**src/sfc_regs.vh**
```
// Constants for the serial frame CRC-8 check block
`ifndef SFC_REGS_VH
`define SFC_REGS_VH
`define SFC_WORD_BITS 16
`define SFC_FRAME_BITS 24
`define SFC_CRC_POLY 8'h07
`define SFC_CRC_INIT 8'h00
`define SFC_ADDR_MSB 15
`define SFC_ADDR_LSB 13
`define SFC_NUM_REGS 8
`define SFC_STATUS_ADDR 3'h7
`define SFC_STAT_CRC_BIT 3
`endif

```
**src/sfc_frame_check.v**
```verilog
// Serial frame receiver with optional CRC-8 check and fault output
`timescale 1ns/10ps
`include "sfc_regs.vh"
module sfc_frame_check (
    input wire i_sys_clk,
    input wire i_sys_rst,
    input wire i_sclk,
    input wire i_sdin,
    input wire i_sync_n,
    input wire [2:0] i_rd_addr,
    input wire i_rd_req,
    output reg o_fault_out,
    output reg o_fault_oe,
    output reg o_crc_error_flag,
    output reg [15:0] o_rd_data,
    output reg o_rd_valid,
    output reg o_wr_pulse,
    output reg [15:0] o_wr_word
);
    localparam ST_IDLE = 3'b001;
    localparam ST_SHIFT = 3'b010;
    localparam ST_CHECK = 3'b100;

    // One CRC-8 step, MSB first
    function [7:0] crc_step;
        input [7:0] crc;
        input bitin;
        begin
            if (crc[7] ^ bitin) begin
                crc_step = {crc[6:0], 1'b0} ^ `SFC_CRC_POLY;
            end else begin
                crc_step = {crc[6:0], 1'b0};
            end
        end
    endfunction

    // Address field of a command word; shared by both frame lengths
    function [2:0] cmd_addr;
        input [15:0] word;
        begin
            cmd_addr = word[`SFC_ADDR_MSB:`SFC_ADDR_LSB];
        end
    endfunction

    // Status word: only the CRC error bit is live, the rest read zero
    function [15:0] status_word;
        input err;
        begin
            status_word = 16'h0000;
            status_word[`SFC_STAT_CRC_BIT] = err;
        end
    endfunction

    reg [2:0] state_reg;
    reg [2:0] state_next;
    reg sclk_d_reg;
    reg sync_d_reg;
    reg [23:0] shift_reg;
    reg [4:0] count_reg;
    reg [7:0] crc_reg;
    reg err_reg;
    reg we_reg;
    reg [2:0] waddr_reg;
    reg [15:0] wdata_reg;
    reg rd_pend_reg;
    reg rd_status_reg;
    wire [15:0] mem_rdata;
    wire sclk_fall;
    wire sync_rise;
    wire sync_fall;
    wire frame_ok16;
    wire frame_ok24;
    wire crc_match;
    wire frame_end;
    wire crc_fail;

    // Inputs taken as synchronous; edges found against last sample
    assign sclk_fall = sclk_d_reg & ~i_sclk;
    assign sync_rise = ~sync_d_reg & i_sync_n;
    assign sync_fall = sync_d_reg & ~i_sync_n;
    assign frame_ok16 = (count_reg == 5'h10);
    assign frame_ok24 = (count_reg == 5'h18);
    assign crc_match = (crc_reg == shift_reg[7:0]);
    assign frame_end = (state_reg == ST_CHECK);
    assign crc_fail = frame_end && frame_ok24 && !crc_match;

    // Frame end counts only in SHIFT; a stray rise in IDLE is ignored
    always @* begin
        state_next = state_reg;
        case (state_reg)
            ST_IDLE: begin
                if (sync_fall) begin
                    state_next = ST_SHIFT;
                end
            end
            ST_SHIFT: begin
                if (sync_rise) begin
                    state_next = ST_CHECK;
                end
            end
            ST_CHECK: begin
                state_next = ST_IDLE;
            end
            default: begin
                state_next = ST_IDLE;
            end
        endcase
    end

    always @(posedge i_sys_clk) begin
        if (i_sys_rst) begin
            state_reg <= ST_IDLE;
            // Idle-high history so reset release shows no false edge
            sclk_d_reg <= 1'b1;
            sync_d_reg <= 1'b1;
            shift_reg <= 24'h000000;
            count_reg <= 5'h00;
            crc_reg <= `SFC_CRC_INIT;
            err_reg <= 1'b0;
            we_reg <= 1'b0;
            waddr_reg <= 3'h0;
            wdata_reg <= 16'h0000;
        end else begin
            sclk_d_reg <= i_sclk;
            sync_d_reg <= i_sync_n;
            state_reg <= state_next;
            we_reg <= 1'b0;
            if (state_reg == ST_IDLE && sync_fall) begin
                count_reg <= 5'h00;
                crc_reg <= `SFC_CRC_INIT;
            end
            if (state_reg == ST_SHIFT && !i_sync_n && sclk_fall) begin
                shift_reg <= {shift_reg[22:0], i_sdin};
                // Saturate so overlong frames never alias to a legal length
                if (count_reg != 5'h1F) begin
                    count_reg <= count_reg + 5'h01;
                end
                if (count_reg < 5'h10) begin
                    crc_reg <= crc_step(crc_reg, i_sdin);
                end
            end
            // Count settled a cycle ago, so the length test is clean here
            if (frame_end) begin
                if (frame_ok16) begin
                    we_reg <= 1'b1;
                    waddr_reg <= cmd_addr(shift_reg[15:0]);
                    wdata_reg <= shift_reg[15:0];
                end else if (frame_ok24) begin
                    if (crc_match) begin
                        we_reg <= 1'b1;
                        waddr_reg <= cmd_addr(shift_reg[23:8]);
                        wdata_reg <= shift_reg[23:8];
                    end
                end
            end
            // Set wins over a clearing status read in the same cycle
            if (crc_fail) begin
                err_reg <= 1'b1;
            end else if (rd_status_reg) begin
                err_reg <= 1'b0;
            end
        end
    end

    // Store written a cycle after the decision so outputs stay registered
    sfc_regmem u_mem (
        .i_sys_clk(i_sys_clk),
        .i_sys_rst(i_sys_rst),
        .i_we(we_reg),
        .i_waddr(waddr_reg),
        .i_wdata(wdata_reg),
        .i_raddr(i_rd_addr),
        .o_rdata(mem_rdata)
    );

    always @(posedge i_sys_clk) begin
        if (i_sys_rst) begin
            rd_pend_reg <= 1'b0;
            rd_status_reg <= 1'b0;
            o_rd_valid <= 1'b0;
            o_rd_data <= 16'h0000;
            o_fault_out <= 1'b0;
            o_fault_oe <= 1'b0;
            o_crc_error_flag <= 1'b0;
            o_wr_pulse <= 1'b0;
            o_wr_word <= 16'h0000;
        end else begin
            rd_pend_reg <= i_rd_req;
            rd_status_reg <= i_rd_req && (i_rd_addr == `SFC_STATUS_ADDR);
            o_rd_valid <= rd_pend_reg;
            if (rd_pend_reg) begin
                // Status answers from the live bit, not the store
                if (rd_status_reg) begin
                    o_rd_data <= status_word(err_reg);
                end else begin
                    o_rd_data <= mem_rdata;
                end
            end
            // Open drain: never drive high, only enable to pull low
            o_fault_out <= 1'b0;
            o_fault_oe <= err_reg;
            o_crc_error_flag <= err_reg;
            o_wr_pulse <= we_reg;
            if (we_reg) begin
                o_wr_word <= wdata_reg;
            end
        end
    end
endmodule // sfc_frame_check

```
**src/sfc_regmem.v**
```verilog
// Small register store addressed by the command address bits
`timescale 1ns/10ps
module sfc_regmem (
    input wire i_sys_clk,
    input wire i_sys_rst,
    input wire i_we,
    input wire [2:0] i_waddr,
    input wire [15:0] i_wdata,
    input wire [2:0] i_raddr,
    output reg [15:0] o_rdata
);
    reg [15:0] mem_reg [0:7];
    integer k;
    always @(posedge i_sys_clk) begin
        if (i_sys_rst) begin
            for (k = 0; k < 8; k = k + 1) begin
                mem_reg[k] <= 16'h0000;
            end
            o_rdata <= 16'h0000;
        end else begin
            if (i_we) begin
                mem_reg[i_waddr] <= i_wdata;
            end
            o_rdata <= mem_reg[i_raddr];
        end
    end
endmodule // sfc_regmem

```
**config.mk**
```make
export PLATFORM = sky130hd
export DESIGN_NAME = sfc_frame_check
export DESIGN_NICKNAME = d
export VERILOG_FILES = /design/src/sfc_frame_check.v /design/src/sfc_regmem.v
export VERILOG_INCLUDE_DIRS = /design/src /design/src/src
export SDC_FILE = /design/constraint.sdc
export NUM_CORES = 1
export LEC_CHECK = 0
export BUFFER_PORTS_ARGS = -buffer_cell sky130_fd_sc_hd__buf_4
export CORE_MARGIN = 4
export CORE_UTILIZATION = 45
export CTS_CLUSTER_DIAMETER = 80
export DETAILED_ROUTE_END_ITERATION = 8
export GPL_TIMING_DRIVEN = 0
export SETUP_SLACK_MARGIN = 0.1
export SYNTH_ARGS = -nofsm -noshare
export SYNTH_HDL_FRONTEND = slang
export SYNTH_HIERARCHICAL = 1
export SYNTH_SLANG_ARGS = --single-unit
```
**constraint.sdc**
```tcl
create_clock -name i_sys_clk -period 2.3 [get_ports i_sys_clk]
set_input_delay 0.23 -clock i_sys_clk [delete_from_list [all_inputs] [get_ports i_sys_clk]]
set_output_delay 0.23 -clock i_sys_clk [all_outputs]
set_load 0.01 [all_outputs]
```
==> results of run 1 <==
==> area by class of cell <==
class | count | area [sq um]
fill | 1875 | 10200
tap | 280 | 350
buffer | 52 | 285
sequential | 241 | 6110
multi-input combinational | 506 | 3660
clock inverter | 4 | 22.5
clock buffer | 44 | 830
inverter | 4 | 15.0
timing repair buffer | 50 | 390
==> cells by family after synthesis <==
family                   count (synthesis)
XOR/XNOR                                11
AND/OR/NAND/NOR                        319
AO/OA/AOI/OAI                           91
multiplexers                            81
flip-flops                             241
other                                    1
buffers and inverters                   56
adder cells (fa/ha/maj)                  3
==> worst max-delay path, stage by stage (launching register included) <==
cell	delay, ps
dfxtp_1	440
or3b_4	530
nor3_4	280
or2_2	440
==> what timing repair did <==
item	in CTS	in global routing
hold buffers	6	0
gates resized for setup	1	4
hold endpoints to repair	5	0
gates cloned	0	0
endpoints found under the setup margin	16	67
pin swaps	0	0
==> worst max-delay path by stage <==
stage	from	endpoint	slack [ps]	cells after the start
after floorplan	waddr_reg[1]	u_mem/mem_reg[0][0]	580	3
after global placement	waddr_reg[0]	u_mem/mem_reg[3][9]	30	3
after detailed placement	waddr_reg[0]	u_mem/mem_reg[3][9]	40	3
after CTS	waddr_reg[0]	u_mem/mem_reg[3][11]	130	4
after global routing	waddr_reg[1]	u_mem/mem_reg[0][8]	110	3
final	waddr_reg[1]	u_mem/mem_reg[0][8]	250	3
==> per-stage QoR <==
| stage | total power [mW] | worst slack, ps | hold slack, ps | std cells | instance area (sq um) |
|---|---|---|---|---|---|
| finish | 9.20 | 253 | 22.0 | 1181 | 11700 |
| global route | 9.52 | 112 | 36.7 | 1181 | 11700 |
| CTS | 9.30 | 133 | 8.78 | 1181 | 11700 |
| detailed placement | 5.24 | 41.5 | 441 | 1127 | 10700 |
| global placement | 5.22 | 30.8 | 436 | 1127 | 10700 |
| floorplan | 5.08 | 580 | 309 | 803 | 10100 |
==> placed cells by master, fill, tap and decap left out, types with 5 or more instances in the layout <==
cell             n
nand2b_1         6
nor2b_1         21
mux2i_1         49
or2_2            8
clkbuf_1        35
xnor2_1         11
and2_1         123
a311oi_1        16
nor2_1          55
clkbuf_16       27
buf_4           49
buf_6            5
and2_2           6
edfxtp_1       128
clkbuf_8         9
nand2_1         62
dfxtp_1        111
buf_2           14
dlygate4sd3_1    6
a21oi_1         67
nand3_1         12
mux4_2          32
==> routing by layer <==
metal | GRT usage [%] | up-vias
met2 | 32.9 | 127
met1 | 24.1 | 3063
met5 | 0 | -
met4 | 5.33 | 0
li1 | - | 2998
met3 | 2.67 | 34
==> power groups by stage <==
stage	Clock (mW)	Combinational, mW	Sequential [mW]
after floorplan	0	0.280	4.80
after global placement	0	0.414	4.81
after detailed placement	0	0.422	4.82
after CTS	4.15	0.431	4.73
after global routing	4.33	0.458	4.74
final	4.05	0.424	4.73
==> out/results.ini, run 1 <==
[outcome]
status=finished, final reports clean

[clock_network]
path_clk_slew_ps=60
cts_root_buf=clkbuf_16
cts_buffer_depth=3
worstSkewPairLatency_ps=520
cts.sinks=241
cts_tree=built
cts_setup_buffers=0
cts_inserted_buffers=26
htreeDepth=1

[global_route]
grt_pass1_wl_microns=36000
overflow=0
grt_usage_pct=18.6
grt_pass1_vias=6516
grt_max_degree=17
antenna_found_initial=0

[routing]
first_pass_iters=5
drt-met1-wl_microns=9470
vias=6222
ant_nets=0
drt-wirelength-per-cell_microns=19.0
highest_layer=met4
wl_met3_microns=981
drc=0
dr_wl_met2_microns=11400
avgViaCountPerCell=5.27
first_iter_violations=346
routed_wl_microns=22400

[timing]
timing.final.setup_violations=0
slew_viol_final=0
period_needed_ps=2050
max_slew_margin_pct=55.8
max_freq_ghz=0.489
tns_ps=0
rsz0062_at_grt=no
worstMarginPinSlew_ps=664
finClkSkew_ps=12.8
finalCritPeriodShare_pct=89.0
finalHoldViolCount=0

[worst_hold_path]
min_path_type=primary input to register
whs_endpoint=rd_pend_reg
hp-start=i_sys_rst
worstHoldPathCells=2

[place]
place_congestion=0.809
port_buffers=44
place.detailed.hpwl_microns=16100

[pwr]
intPower_mw=7.30
pwr-share-seq_pct=51.4
leakage_nw=4.12
ir_drop_v=0.000440
pwr-share-comb_pct=4.6
switching_share_pct=20.6
p_sw_mw=1.90
clkPwrFrac_pct=44.0
powerDensity_mw_per_mm2=789

[final_layout]
final_util_pct=53.3
nets=893
largest_reg_flops=128
drive_gt1_share_pct=19.1
antenna-diode-count=0
syn2layout_area_growth_pct=15.9

[logic_synthesis]
synth_most_common_cell=edfxtp_1
synth-simple-area-share_pct=17.6
ys.flop_type=edfxtp_1
synthDistinctLibCells=44
synth_fp_nets=815
synth_top_area_share_pct=38.2
synthMuxAreaShare_pct=12.0
synth_fa_ha_area_share_pct=0.373
synth-xor-area-share_pct=0.958
syn_area_sq_mm=0.0101
ys_top_cells_by_count=128 x edfxtp_1, 123 x and2_1, 113 x dfxtp_1
synth_compound_area_share_pct=5.30
synth_edf_count=128
ys_async_sr_fraction_pct=0
synth_warnings=6
netlist_instances=803
postSynthAreaPerCell_sq_um=12.5
synthTopCellsByArea=edfxtp_1 38%, dfxtp_1 22%, and2_1 7.6%
synth_top_family_by_area=simple AND/OR/NAND/NOR gates
ys_ff_latch=241
seq_area_frac_synth_pct=60.7
synth_top_area_cell=edfxtp_1

[critical_path]
cp_max_fo=16
critical_path_class=register to register
end_kind=register
crit_path_start_kind=register
reg2reg_depth=3
cp_data_required_time_ps=2470
arrival_ps=2220
r2r_start=waddr_reg[1]
r2r_slack_ps=250
r2r-end=u_mem/mem_reg[0][8]

[die]
rows=54
die-area_sq_mm=0.0248
start_util_pct=46.0
die_y_microns=158
io_pins=46
die_x_microns=158
core_sq_mm=0.0219

[job]
drv_cap=0

(Power assumes the default switching activity.)
==> run 2, diff against run 1 <==
==> constraint.sdc (replaced) <==
create_clock -name i_sys_clk -period 2.5 [get_ports i_sys_clk]
set_input_delay 0.25 -clock i_sys_clk [delete_from_list [all_inputs] [get_ports i_sys_clk]]
set_output_delay 0.25 -clock i_sys_clk [all_outputs]
set_load 0.01 [all_outputs]
==> run 2 against run 1 <==
Via count unchanged; clock skew decreased by 1.2 ps; register-to-register slack improved by 70 ps; critical path depth increased by 1; non-clock buffer count unchanged; cell area about the same.
==> out/results.ini, run 2 (same netlist as run 1, synthesis figures left out) <==
[timing]
period_needed_ps=2180  ; +131 ps
slew_viol_final=0  ; unchanged
tns_ps=0  ; unchanged
worstMarginPinSlew_ps=662  ; -1.28 ps
finalCritPeriodShare_pct=87.1  ; -1.9 points
timing.final.setup_violations=0  ; unchanged
finalHoldViolCount=0  ; unchanged
max_slew_margin_pct=55.8  ; +0.085 points
max_freq_ghz=0.459  ; -6.0%
rsz0062_at_grt=no
finClkSkew_ps=11.6  ; -1.17 ps

[routing]
drt-wirelength-per-cell_microns=19.0  ; about the same
drc=0  ; unchanged
vias=6222  ; unchanged
avgViaCountPerCell=5.27  ; unchanged
first_iter_violations=357  ; +3.2%
first_pass_iters=5  ; unchanged
routed_wl_microns=22400  ; about the same
ant_nets=0  ; unchanged

[pwr]
pwr-share-seq_pct=51.4  ; about the same
leakage_nw=4.12  ; about the same
ir_drop_v=0.000404  ; -8.2%
p_sw_mw=1.74  ; -8.1%
intPower_mw=6.72  ; -8.0%
powerDensity_mw_per_mm2=726  ; -8.0%
switching_share_pct=20.6  ; -0.023 points
pwr-share-comb_pct=4.6  ; about the same
clkPwrFrac_pct=44.0  ; about the same

[clock_network]
cts_buffer_depth=3  ; unchanged
cts.sinks=241  ; unchanged
path_clk_slew_ps=60  ; about the same
htreeDepth=1  ; unchanged
worstSkewPairLatency_ps=520  ; about the same
cts_inserted_buffers=26  ; unchanged
cts_root_buf=clkbuf_16
cts_tree=built
cts_setup_buffers=0  ; unchanged

[worst_hold_path]
worstHoldPathCells=2  ; unchanged
whs_endpoint=rd_pend_reg
min_path_type=primary input to register
hp-start=i_sys_rst

[critical_path]
end_kind=register
crit_path_start_kind=register
cp_max_fo=15  ; -1
r2r_slack_ps=320  ; +70 ps
r2r-end=u_mem/mem_reg[3][7]
crit_slowest_cell=dfxtp_1
critical_path_class=register to register
cp_cell_sequence=nand2b_1 > nor2_1 > clkbuf_1 > and2_1
arrival_ps=2570  ; +350 ps
reg2reg_depth=4  ; +1
cp_data_required_time_ps=2890  ; +420 ps
slowest_delay_ps=690  ; +160 ps
r2r_start=waddr_reg[0]

[place]
port_buffers=44  ; unchanged
place.detailed.hpwl_microns=16100  ; unchanged
place_area_sq_mm=0.0107  ; unchanged
dp.cells=1127  ; unchanged
place_congestion=0.809  ; unchanged

[final_layout]
antenna-diode-count=0  ; unchanged
layout_common_cells=128 x edfxtp_1, 123 x and2_1, 113 x dfxtp_1
nets=893  ; unchanged
final_common_cell=edfxtp_1
syn2layout_area_growth_pct=15.9  ; about the same
stdcell_area_sq_mm=0.0117  ; about the same
drive_gt1_share_pct=18.8  ; -0.33 points
layout.cells.non_filler=1181  ; unchanged
largest_reg_flops=128  ; unchanged
final_util_pct=53.2  ; about the same

[global_route]
grt_pass1_vias=6516  ; unchanged
antenna_found_initial=0  ; unchanged
grt_pass1_wl_microns=36000  ; about the same
grt_max_degree=17  ; unchanged
overflow=0  ; unchanged
grt_usage_pct=18.6  ; unchanged

[die]
die_x_microns=158  ; unchanged
start_util_pct=46.0  ; unchanged
io_pins=46  ; unchanged
die-area_sq_mm=0.0248  ; unchanged
die_y_microns=158  ; unchanged
core_sq_mm=0.0219  ; unchanged
rows=54  ; unchanged

[job]
drv_cap=0  ; unchanged

[outcome]
status=finished, final reports clean

## run 2: worst max-delay path: cells and delay by family (launching register included)
family                 cells  cell delay, ps
buffers and inverters      1             460
AND/OR/NAND/NOR            3             890
flip-flops                 1             690
## run 2: area by class of cell
cell class / instances / area (sq um)
repair buffers: 50 / 390
fillers: 1878 / 10200
clock inverters: 4 / 22.5
flip-flops and latches: 241 / 6110
inverters: 4 / 15.0
well taps: 280 / 350
multi-input cells: 506 / 3660
plain buffers: 52 / 285
clock buffers: 44 / 830
## run 2: how the worst max path moves through the flow
stage / start / end / slack (ps) / depth (start not counted)
after floorplan: waddr_reg[1] / u_mem/mem_reg[0][0] / 780 / 3
after global placement: waddr_reg[0] / u_mem/mem_reg[3][9] / 230 / 3
after detailed placement: waddr_reg[0] / u_mem/mem_reg[3][9] / 240 / 3
after CTS: waddr_reg[0] / u_mem/mem_reg[3][4] / 230 / 3
after global routing: waddr_reg[0] / u_mem/mem_reg[3][13] / 150 / 4
final: waddr_reg[0] / u_mem/mem_reg[3][7] / 320 / 4
## run 2: per-layer routing
metal / up-vias / share of wire (%) / global-route usage, %
li1: 3002 / - / -
met1: 3066 / 43 / 24.1
met4: 0 / 2.4 / 5.33
met5: - / 0 / 0
met3: 31 / 3.9 / 2.67
met2: 123 / 51 / 32.8
## run 2: stage by stage
step           hold slack, ps  setup slack (ps)  total power, mW
6_report                 40.1               322             8.46
5_1_grt                  51.8               149             8.76
2_1_floorplan             329               780             4.67
3_5_place_dp              459               242             4.82
4_1_cts                  28.8               226             8.56
3_3_place_gp              443               231             4.81
## run 2: timing repair
action	4_1_cts	5_1_grt
hold buffers	6	0
gates resized for setup	0	1
endpoints found under the hold margin	5	0
setup endpoints to repair	0	16
## run 2: power groups by stage
stage	Combinational, mW	Clock [mW]	Sequential (mW)
detailed placement	0.388	0	4.44
global route	0.421	3.98	4.36
floorplan	0.258	0	4.42
CTS	0.396	3.81	4.35
global placement	0.381	0	4.42
finish	0.389	3.72	4.35
